### src/core/fsi_pkg.sv
// fsi_pkg: register map, event bit layout and timing constants of the
// fieldbus slave indication unit.
// assumes a 100 MHz system clock and a 32-bit APB register port.
package fsi_pkg;

	// ==========================================================================
	// register map (byte addresses)
	localparam logic [7:0] FSI_PENDING_OFFS = 8'h00;
	localparam logic [7:0] FSI_ENABLE_OFFS  = 8'h04;
	localparam logic [7:0] FSI_ACK_OFFS     = 8'h08;
	localparam logic [7:0] FSI_EOI_OFFS     = 8'h0c;
	localparam logic [7:0] FSI_BIT_OFFS     = 8'h40;
	localparam logic [7:0] FSI_BITACK_OFFS  = 8'h80;
	localparam logic [7:0] FSI_CMD_OFFS     = 8'hc0;

	// ==========================================================================
	// event bit positions in the 16-bit reason field
	localparam int FSI_EV_WIDTH      = 16;
	localparam int FSI_EV_COUNT      = 11;
	localparam int FSI_EV_OFFLINE    = 0;
	localparam int FSI_EV_EXCHANGE   = 1;
	localparam int FSI_EV_RATE       = 2;
	localparam int FSI_EV_WATCHDOG   = 3;
	localparam int FSI_EV_UTIMER     = 4;
	localparam int FSI_EV_GLOBAL_CMD = 8;
	localparam int FSI_EV_ADDRESS    = 9;
	localparam int FSI_EV_CONFIG     = 10;
	localparam int FSI_EV_PARAM      = 11;
	localparam int FSI_EV_DIAG       = 12;
	localparam int FSI_EV_OUTPUT     = 13;
	localparam logic [15:0] FSI_EV_IMPL_MASK = 16'h3f1f;

	// ==========================================================================
	// reset values
	localparam logic [15:0] FSI_ENABLE_RST  = 16'h0000;
	localparam logic [15:0] FSI_PENDING_RST = 16'h2000;
	localparam logic [7:0]  FSI_GCMD_RST    = 8'h00;

	// ==========================================================================
	// timing
	localparam int CLK_FREQ_HZ     = 100_000_000;
	localparam int UTIMER_PERIOD_MS = 10;
	localparam int UTIMER_CYCLES   = CLK_FREQ_HZ / 1000 * UTIMER_PERIOD_MS;
	localparam int UTIMER_W        = 20;

	typedef enum logic [1:0] {
		FSI_IRQ_IDLE = 2'b00,
		FSI_IRQ_ACTIVE = 2'b01,
		FSI_IRQ_WAIT_EOI = 2'b11
	} fsi_irq_state_type;

endpackage

### src/core/fsi_indication_unit.sv
// fsi_indication_unit: collects slave protocol events into a pending word,
// acknowledge by word or by bit, end-of-interrupt, one interrupt line.
// assumes event inputs are one-cycle pulses from logic on sys_clk_in.
`timescale 1ns/1ps
`default_nettype none

// Overview of operation
// - pending reasons readable as one word
// - single reason readable, 1 when pending
// - exchange event on enter or leave
// - offline request finishes, then offline event
// - rate event on leaving rate search with a valid rate
// - watchdog expiry in master-controlled state raises event
// - user timer tick every 10 ms
// - changed global command stored, event raised
// - address message buffered, event raised
// - configuration message buffered, event raised
// - parameter message buffered, event raised
// - diagnostics swap returns buffer, raises event
// - write-read data buffered, output event
// - power-on or master leave clears, output event
// - per-event acknowledge also accepted
// - interrupt only for enabled events
// - reasons are bits of 16-bit field
module fsi_indication_unit
	import fsi_pkg::*;
(
	input  wire logic        sys_clk_in,
	input  wire logic        rstn_in,
	input  wire logic        psel_in,
	input  wire logic        penable_in,
	input  wire logic        pwrite_in,
	input  wire logic [7:0]  paddr_in,
	input  wire logic [31:0] pwdata_in,
	input  wire logic [3:0]  pstrb_in,
	output logic      [31:0] prdata_out,
	output logic             pready_out,
	output logic             pslverr_out,
	input  wire logic        exchange_state_in,
	input  wire logic        offline_req_in,
	input  wire logic        request_busy_in,
	input  wire logic        rate_search_in,
	input  wire logic        rate_valid_in,
	input  wire logic        wd_expired_in,
	input  wire logic        master_controlled_wd_state_in,
	input  wire logic        global_cmd_rx_in,
	input  wire logic [7:0]  global_cmd_byte_in,
	input  wire logic        address_msg_stored_in,
	input  wire logic        config_msg_stored_in,
	input  wire logic        param_msg_stored_in,
	input  wire logic        diag_swap_done_in,
	input  wire logic        output_data_stored_in,
	input  wire logic        master_leave_in,
	output logic             offline_state_out,
	output logic             diag_swap_req_out,
	output logic             output_buf_clear_out,
	output logic      [7:0]  global_cmd_cell_out,
	output logic             irq_out
);

	// ==========================================================================
	// state
	// poweron and pending bit 13 (output) leave reset set: poweron fires the output
	// buffer clear once, so the output event is pending two edges later.
	// a protocol fsm already in exchange state at reset release reads as
	// an entry and raises the exchange event once.
	typedef struct packed {
		logic [15:0]       pending;
		logic [15:0]       enable;
		logic [7:0]        gcmd;
		logic              exch_prev;
		logic              rate_prev;
		logic              offline_wait;
		logic              offline;
		logic              diag_req;
		logic              obuf_clear;
		logic              poweron;
		logic [UTIMER_W-1:0] utimer;
		fsi_irq_state_type irq_st;
		logic [31:0]       rdata;
	} fsi_state_type;

	fsi_state_type st_q;
	fsi_state_type st_d;

	logic        apb_wr;
	logic        apb_rd;
	logic        apb_setup_rd;
	logic [15:0] ev_set;
	logic [15:0] ack_word;
	logic        eoi;
	logic [15:0] wmask;
	logic [3:0]  bit_idx;
	logic        sel_pending;
	logic        sel_enable;
	logic        sel_ack;
	logic        sel_eoi;
	logic        sel_bit;
	logic        sel_bitack;
	logic        sel_cmd;
	logic        irq_want;

	// ==========================================================================
	// register decode
	// pending word, enable word, ack word and eoi come first, then one word
	// per event for single-bit reads, one per event for single-bit acks,
	// then the command word. writes act only at the access edge.
	assign apb_wr       = psel_in & penable_in & pwrite_in;
	assign apb_rd       = psel_in & penable_in & ~pwrite_in;
	assign apb_setup_rd = psel_in & ~penable_in & ~pwrite_in;
	assign bit_idx      = paddr_in[5:2];
	// only byte lanes 0 and 1 carry the 16-bit event fields
	assign wmask        = {{8{pstrb_in[1]}}, {8{pstrb_in[0]}}};
	assign sel_pending  = (paddr_in == FSI_PENDING_OFFS);
	assign sel_enable   = (paddr_in == FSI_ENABLE_OFFS);
	assign sel_ack      = (paddr_in == FSI_ACK_OFFS);
	assign sel_eoi      = (paddr_in == FSI_EOI_OFFS);
	assign sel_bit      = (paddr_in[7:6] == FSI_BIT_OFFS[7:6]);
	assign sel_bitack   = (paddr_in[7:6] == FSI_BITACK_OFFS[7:6]);
	assign sel_cmd      = (paddr_in == FSI_CMD_OFFS);

	// ==========================================================================
	// next state
	always_comb
	begin
		st_d     = st_q;
		ev_set   = '0;
		ack_word = '0;
		eoi      = 1'b0;
		irq_want = 1'b0;

		st_d.exch_prev = exchange_state_in;
		st_d.rate_prev = rate_search_in;
		if (exchange_state_in != st_q.exch_prev)
			ev_set[FSI_EV_EXCHANGE] = 1'b1;

		// offline request waits for the running request to finish
		if (offline_req_in && !st_q.offline)
			st_d.offline_wait = 1'b1;
		if (st_q.offline_wait && !request_busy_in)
		begin
			st_d.offline_wait = 1'b0;
			st_d.offline = 1'b1;
			ev_set[FSI_EV_OFFLINE] = 1'b1;
		end
		if (st_q.rate_prev && !rate_search_in && rate_valid_in)
			ev_set[FSI_EV_RATE] = 1'b1;
		if (wd_expired_in && master_controlled_wd_state_in)
			ev_set[FSI_EV_WATCHDOG] = 1'b1;

		// free-running tick base; it is never reset by software, so the
		// first tick after a host enable may come early
		if (st_q.utimer == UTIMER_W'(UTIMER_CYCLES - 1))
		begin
			st_d.utimer = '0;
			ev_set[FSI_EV_UTIMER] = 1'b1;
		end
		else
			st_d.utimer = st_q.utimer + 1'b1;

		if (global_cmd_rx_in && global_cmd_byte_in != st_q.gcmd)
		begin
			st_d.gcmd = global_cmd_byte_in;
			ev_set[FSI_EV_GLOBAL_CMD] = 1'b1;
		end
		ev_set[FSI_EV_ADDRESS] = address_msg_stored_in;
		ev_set[FSI_EV_CONFIG]  = config_msg_stored_in;
		ev_set[FSI_EV_PARAM]   = param_msg_stored_in;
		if (diag_swap_done_in && st_q.diag_req)
		begin
			st_d.diag_req = 1'b0;
			ev_set[FSI_EV_DIAG] = 1'b1;
		end
		// output event for new data and for buffer clear at power-on or master leave
		st_d.obuf_clear = master_leave_in | st_q.poweron;
		st_d.poweron = 1'b0;
		if (output_data_stored_in || st_q.obuf_clear)
			ev_set[FSI_EV_OUTPUT] = 1'b1;

		// ======================================================================
		// register writes
		if (apb_wr)
		begin
			if (sel_enable)
			begin
				st_d.enable = (st_q.enable & ~wmask)
					| (pwdata_in[15:0] & wmask & FSI_EV_IMPL_MASK);
			end
			else if (sel_ack)
			begin
				ack_word = pwdata_in[15:0] & wmask;
			end
			else if (sel_eoi)
			begin
				eoi = 1'b1;
			end
			else if (sel_bitack)
			begin
				ack_word[bit_idx] = pwdata_in[0];
			end
			else if (sel_cmd)
			begin
				if (pwdata_in[0])
					st_d.offline_wait = 1'b1;
				if (pwdata_in[1])
					st_d.diag_req = 1'b1;
				// going back online loses to an offline entry in the same cycle
				if (pwdata_in[2] && !ev_set[FSI_EV_OFFLINE])
					st_d.offline = 1'b0;
			end
		end
		// set wins over acknowledge in the same cycle
		st_d.pending = ((st_q.pending & ~ack_word) | ev_set) & FSI_EV_IMPL_MASK;

		// ======================================================================
		// interrupt sequencing: line drops on service, returns only after eoi
		irq_want = |(st_d.pending & st_q.enable);
		case (st_q.irq_st)
			FSI_IRQ_IDLE:
			begin
				if (irq_want)
					st_d.irq_st = FSI_IRQ_ACTIVE;
			end
			FSI_IRQ_ACTIVE:
			begin
				// reading the pending word counts as taking the interrupt
				if (apb_rd && sel_pending)
					st_d.irq_st = FSI_IRQ_WAIT_EOI;
				else if (!irq_want)
					st_d.irq_st = FSI_IRQ_IDLE;
			end
			FSI_IRQ_WAIT_EOI:
			begin
				// held low until eoi so one service pass sees one edge
				if (eoi)
				begin
					st_d.irq_st = (|(st_d.pending & st_d.enable)) ? FSI_IRQ_ACTIVE
						: FSI_IRQ_IDLE;
				end
			end
			default:
			begin
				st_d.irq_st = FSI_IRQ_IDLE;
			end
		endcase

		// ======================================================================
		// read data, registered at the setup edge
		st_d.rdata = '0;
		if (apb_setup_rd)
		begin
			if (sel_pending)
				st_d.rdata = {16'h0000, st_q.pending};
			else if (sel_enable)
				st_d.rdata = {16'h0000, st_q.enable};
			else if (sel_bit)
				st_d.rdata = {31'h0, st_q.pending[bit_idx]};
			else if (sel_cmd)
				st_d.rdata = {29'h0, st_q.diag_req, st_q.offline_wait, st_q.offline};
		end
	end

	// ==========================================================================
	// registers
	always_ff @(posedge sys_clk_in or negedge rstn_in)
	begin
		if (!rstn_in)
		begin
			st_q         <= '0;
			st_q.pending <= FSI_PENDING_RST;
			st_q.enable  <= FSI_ENABLE_RST;
			st_q.gcmd    <= FSI_GCMD_RST;
			st_q.poweron <= 1'b1;
			st_q.irq_st  <= FSI_IRQ_IDLE;
		end
		else
			st_q <= st_d;
	end

	// zero wait states: the word a read returns is captured at the setup
	// edge, so an event landing during the access cycle is not in it;
	// it stays pending and shows on the next read.
	assign pready_out           = 1'b1;
	assign pslverr_out          = 1'b0;
	assign prdata_out           = st_q.rdata;
	assign offline_state_out    = st_q.offline;
	assign diag_swap_req_out    = st_q.diag_req;
	assign output_buf_clear_out = st_q.obuf_clear;
	assign global_cmd_cell_out  = st_q.gcmd;
	assign irq_out              = (st_q.irq_st == FSI_IRQ_ACTIVE);

endmodule

`default_nettype wire

### config.mk
export PLATFORM = sky130hd
export DESIGN_NAME = fsi_indication_unit
export DESIGN_NICKNAME = d
export VERILOG_FILES = /design/src/core/fsi_pkg.sv /design/src/core/fsi_indication_unit.sv
export SDC_FILE = /design/constraint.sdc
export NUM_CORES = 1
export LEC_CHECK = 0
export CAP_MARGIN = 10
export CORE_UTILIZATION = 25
export DETAILED_ROUTE_END_ITERATION = 6
export DONT_BUFFER_PORTS = 1
export HOLD_SLACK_MARGIN = 0.02
export SYNTH_ARGS = -nofsm -noshare
export SYNTH_HDL_FRONTEND = slang
export SYNTH_SLANG_ARGS = --single-unit
### constraint.sdc
create_clock -name sys_clk_in -period 4.2 [get_ports sys_clk_in]
set_input_delay 1.05 -clock sys_clk_in [delete_from_list [all_inputs] [get_ports sys_clk_in]]
set_output_delay 1.05 -clock sys_clk_in [all_outputs]
set_load 0.005 [all_outputs]
Yosys cells after proc, flatten, opt, wreduce, memory -nomap -nowiden --
Index checks and enable logic that the tools add are counted.
Operators by class: equal/unequal tests 14, $add $sub $neg 1, reduce and logical (&&, ||, !) cells 20, bitwise operators 18, multiplexer cells 47, magnitude comparators 2
Operators by type and width (number):
- $mux 16 | 5
- $mux 14 | 5
- $and 14x14->14 | 3
- $and 14x16->16 | 2
- $reduce_or 16->1 | 2
- $mux 3 | 8
- $add 20x1->20 const B | 1
- $eq 20x20->1 const B | 1
- $mux 1 | 20
- $mux 20 | 1
- $and 16x16->16 | 1
- $eq 8x4->1 const B | 2
- $not 16->16 | 1
- $or 16x14->16 | 1
- $not 14->14 | 1
- $or 14x14->14 | 1
- $logic_and 1x1->1 | 10
- $mux 2 | 5
- $eq 8x3->1 const B | 1
- $eq 8x8->1 const B | 1
- $logic_not 8->1 | 1
- $ne 8x8->1 | 1
- $pmux 2 s3 | 1
- $and 1x1->1 | 5
- other kinds (15) | 22
Storage, ports and cells: output and inout port bits 46, input port bits 71, register bits 96, word-level logic and storage cells 115

Longest topological paths before layout --
depth in word-level cells 18, mapped depth 9, mapped depth without buffers 9

Worst setup path before layout --
OpenSTA, ideal clock, no wires.
kind input -> register, from in paddr_in[7], to reg st_q[32] (netlist name), arrival time 3.230 ns, slack 0.845 ns, stages 8, buffers on the path 2, library setup time 0.124 ns, data required time 4.076 ns, path through or4_1 -> buf_2 -> or4_4 -> buf_6 -> mux2_4 -> a221o_1 -> nor3_2 -> o2bb2ai_1
RTL lines:
- start, declared | RTL line fsi_indication_unit.sv:33 | input wire logic [7:0] paddr_in,
- end signal, assigned | RTL line fsi_indication_unit.sv:277 | st_q <= st_d;
- end, declared | RTL line fsi_indication_unit.sv:83 | fsi_state_type st_q;

==> flow_summary.rst <==
.. list-table::
   :header-rows: 1

   * - Metric
     - Value
   * - Setup-failing EPs final
     - 0
   * - Cell count after placement
     - 578
   * - Post-CTS Setup Inserts
     - 0
   * - Worst Setup Path Type
     - in -> reg
   * - Overflow left after global routing
     - 0
   * - Source of the worst register-to-register timing path
     - st_q[34]
   * - Dominant synthesized flop cell
     - sky130_fd_sc_hd__dfrtp_1
   * - Height of the die
     - around 130 um
   * - Fin. max-slew vios
     - 0
   * - Count of buffers from port buffering
     - 0
   * - Signal arrival time at the worst endpoint
     - 3.45 ns
   * - Share of Yosys cell area claimed by the top area cell type
     - 0.474
   * - Combinational power share
     - 0.042
   * - Placeable core region
     - 16000 um2
   * - Type of the worst min-delay path
     - in -> async
   * - Endpoint of the worst-slack reg-to-reg timing path
     - st_q[32]
   * - Number of CTS-inserted buffers
     - 9
   * - Largest driver fanout on the critical path
     - 7
   * - DPL Wire Length
     - 7710 um
   * - Number of nets in the layout
     - between 400 and 500
   * - Timing endpoint of the critical path
     - st_q[32]
   * - Relative area change from synthesis to final layout
     - 7.51%
   * - Via count
     - 2890
   * - Average wire length per cell after detail routing
     - 17.3 um
   * - Clock share of power
     - 0.485
   * - Share of flip-flops with an asynchronous set or reset
     - 1.00
   * - Clock-pin slew of the registers on the worst-case setup and hold paths
     - 0.06 ns
   * - Worst-margin pin slew
     - 0.957 ns
   * - Pre-Repair DR Iteration Count
     - 7
   * - H-tree depth
     - 3
   * - Vias in the first global route
     - 2876
   * - Die area
     - 17000 um2
   * - Antenna violations before repair
     - 0
   * - Reg2Reg Setup Slack
     - 1.43 ns
   * - Final clock skew
     - 0.00392 ns
   * - Share of the cycle needed by the critical path after routing
     - 0.769
   * - Launch point of the critical path
     - paddr_in[7]
   * - Cells resized by post-CTS repair
     - 0
   * - Cell area after synthesis
     - 4120 um2
   * - CTS Root Buffer Type
     - sky130_fd_sc_hd__clkbuf_16
   * - Global-route usage over all layers
     - 0.125
   * - Power dissipated by switching net loads
     - ~360 uW
   * - Sort of element at the end of the critical path
     - register
   * - Unrepaired setup endpoints after global routing
     - no
   * - Number of hold violations in the final report
     - 0
   * - CTS tree
     - yes
   * - Number of max-capacitance violations reported
     - 0
   * - Clock insertion delay at the later pin of the skew report
     - 0.34 ns
   * - Slowest CP cell
     - sky130_fd_sc_hd__or4_1
   * - Fmax
     - between 300 and 400 MHz
   * - Top cells by area in the synthesized netlist
     - sky130_fd_sc_hd__dfrtp_1 47%, sky130_fd_sc_hd__buf_4 7.7%, sky130_fd_sc_hd__mux2_2 4.1%
   * - Share of post-route cells with drive strength above 1
     - 0.127
   * - Sequential element share of the synthesized area
     - 0.487
   * - Antenna Nets Post-Route
     - 0
   * - Maximum single-stage delay on the critical path
     - between 0.6 and 0.7 ns
   * - Diode insertion count for antenna repair
     - 0
   * - Filler-free cell count of the finished design
     - 594
   * - Worst-case headroom to the max-slew limit
     - 0.357
   * - Number of different library cells in the post-synthesis netlist
     - 57
   * - Reported leakage power
     - between 1.5 and 2 nW
   * - Cell-by-cell trace of the critical path
     - or4_1 > nor3_1 > a21oi_1 > o21ai_0 > nand2b_1 > a222oi_1 > nand3_1 > o2bb2ai_1
   * - Placer's final routability congestion estimate
     - 0.897
   * - Wire length after detailed routing
     - 10300 um
   * - Peak supply drop
     - 0.141 mV
   * - Post-synth top area cell
     - sky130_fd_sc_hd__dfrtp_1
   * - Starting density of the core
     - 0.257
   * - Synth Warn #
     - 0
   * - Run status
     - finished clean
   * - Number of standard-cell rows in the floorplan
     - 46
   * - Internal power consumption
     - roughly 1.3 mW
   * - Sw frac
     - 0.211
   * - Count of cells along the worst register-to-register path
     - 10
   * - Number of buffers on the longest clock path
     - 2
   * - Number of flops mapped to enable cells by yosys
     - 0
   * - Setup_tns
     - 0 ns
   * - Number of cells on the critical path
     - 8
   * - First-pass GRT wire length
     - 15600 um
   * - First DRT Iteration DRCs
     - 276
   * - Part of the power in registers
     - 0.472
   * - Finished Core Util
     - 0.277
   * - Via/cell ratio
     - 4.87
   * - Critical Path Start Type
     - primary input
   * - Critical path buffers and inverters
     - 0
   * - Number of storage elements in the synthesis netlist
     - 80
   * - Sinks on Clock Net
     - 80
   * - Drt drc
     - 0
   * - PD cells
     - 386 nW/um2
   * - I/O pin total
     - 117
   * - Count of mapped cells out of synthesis
     - 395
   * - Required time reported for the critical path endpoint
     - 4.42 ns
   * - Time the final worst path needs with I/O delays and setup
     - 3.23 ns
   * - Width of the chip
     - 130 um
   * - Crit path max-delay family
     - simple AND/OR/NAND/NOR gates
   * - Count of hold-fix buffers inserted at cts
     - 0
   * - Maximum number of pins on one net before global-route repair
     - 81
   * - Average instance area after synthesis
     - 10.4 um2
## flip-flops by register name (all words and copies together), names as in the netlist
register	flops
global_cmd_cell_out	8
diag_swap_req_out	1
offline_state_out	1
prdata_out	16
output_buf_clear_out	1
st_q	53
## stage by stage
| stage | hold slack (ns) | area, um2 | setup slack [ns] | power, mW |
|---|---|---|---|---|
| 2_1_floorplan | 0.444 | 4180 | 0.845 | 0.903 |
| 3_3_place_gp | 0.462 | 4110 | 0.657 | 0.890 |
| 3_5_place_dp | 0.469 | 4110 | 0.619 | 0.893 |
| 4_1_cts | 0.395 | 4430 | 0.985 | 1.74 |
| 5_1_grt | 0.394 | 4430 | 0.877 | 1.78 |
| 6_report | 0.411 | 4430 | 0.969 | 1.71 |
## worst min-delay path by stage
stage	startpoint	to	slack, ns	cells after the start
final	rstn_in	st_q[48]	0.41	0
after global placement	st_q[76]	st_q[76]	0.46	1
after detailed placement	st_q[74]	st_q[74]	0.47	1
after global routing	rstn_in	st_q[51]	0.39	0
after floorplan	st_q[74]	st_q[74]	0.44	1
after CTS	rstn_in	prdata_out[14]	0.40	0
## routing by layer
metal / global-route usage / vias to the layer above / part of all wire / wire length [um]
met4: 0.0676 / 0 / 0.026 / 268
li1: - / 1312 / - / -
met5: 0 / - / 0 / 0
met2: 0.188 / 134 / 0.46 / 4760
met3: 0.0533 / 21 / 0.10 / 1050
met1: 0.151 / 1423 / 0.41 / 4170
## cell usage after synthesis (4+ instances only)
cell type	instances
sky130_fd_sc_hd__xor2_1	7
sky130_fd_sc_hd__o21ai_0	14
sky130_fd_sc_hd__dfrtp_1	78
sky130_fd_sc_hd__clkbuf_1	9
sky130_fd_sc_hd__a22oi_1	11
sky130_fd_sc_hd__xnor2_1	17
sky130_fd_sc_hd__nor2_1	32
sky130_fd_sc_hd__nor2b_1	5
sky130_fd_sc_hd__nand3_1	17
sky130_fd_sc_hd__a222oi_1	5
sky130_fd_sc_hd__nor4_1	6
sky130_fd_sc_hd__buf_4	42
sky130_fd_sc_hd__nand4_1	9
sky130_fd_sc_hd__a21oi_1	12
sky130_fd_sc_hd__inv_1	9
sky130_fd_sc_hd__nand2_1	23
sky130_fd_sc_hd__mux2_2	15
sky130_fd_sc_hd__nor3_1	5
sky130_fd_sc_hd__and2_1	7
sky130_fd_sc_hd__and3_1	7
sky130_fd_sc_hd__nand2b_1	4
## power by group through the flow
stage	logic [mW]	registers, mW	clock network (mW)
after floorplan	0.0884	0.814	0
after global placement	0.0708	0.820	0
after detailed placement	0.0724	0.821	0
after CTS	0.0728	0.807	0.859
after global routing	0.0817	0.808	0.890
final	0.0723	0.806	0.828
## layout make-up
cell class	instances	area, um2
fill	1701	11600
sequential	80	2000
clock inverter	5	81.3
inverter	9	33.8
multi-input combinational	269	1770
timing repair buffer	4	30.0
clock buffer	11	233
tap	216	270
## placed cells by master (no fill, tap or decap), types with 9 or more instances in the layout
master                       n
sky130_fd_sc_hd__a21oi_1    12
sky130_fd_sc_hd__a22oi_1    11
sky130_fd_sc_hd__clkbuf_16   9
sky130_fd_sc_hd__conb_1     19
sky130_fd_sc_hd__dfrtp_1    78
sky130_fd_sc_hd__inv_1       9
sky130_fd_sc_hd__mux2_2     15
sky130_fd_sc_hd__nand2_1    23
sky130_fd_sc_hd__nand3_1    17
sky130_fd_sc_hd__nand4_1     9
sky130_fd_sc_hd__nor2_1     32
sky130_fd_sc_hd__o21ai_0    14
sky130_fd_sc_hd__xnor2_1    17
## logic make-up (layout without fill, tap and decap cells)
family / Yosys count / count (layout) / synth area share
adder cells (fa/ha/maj): 1 / 1 / 0.00304
AND/OR/NAND/NOR: 141 / 141 / 0.186
other: 2 / 19 / 0.00182
flip-flops: 80 / 80 / 0.487
XOR/XNOR: 24 / 24 / 0.0510
multiplexers: 23 / 23 / 0.0732
AO/OA/AOI/OAI: 61 / 61 / 0.100
buffers and inverters: 63 / 29 / 0.0978
No activity file was read; power rests on OpenSTA's default activity.
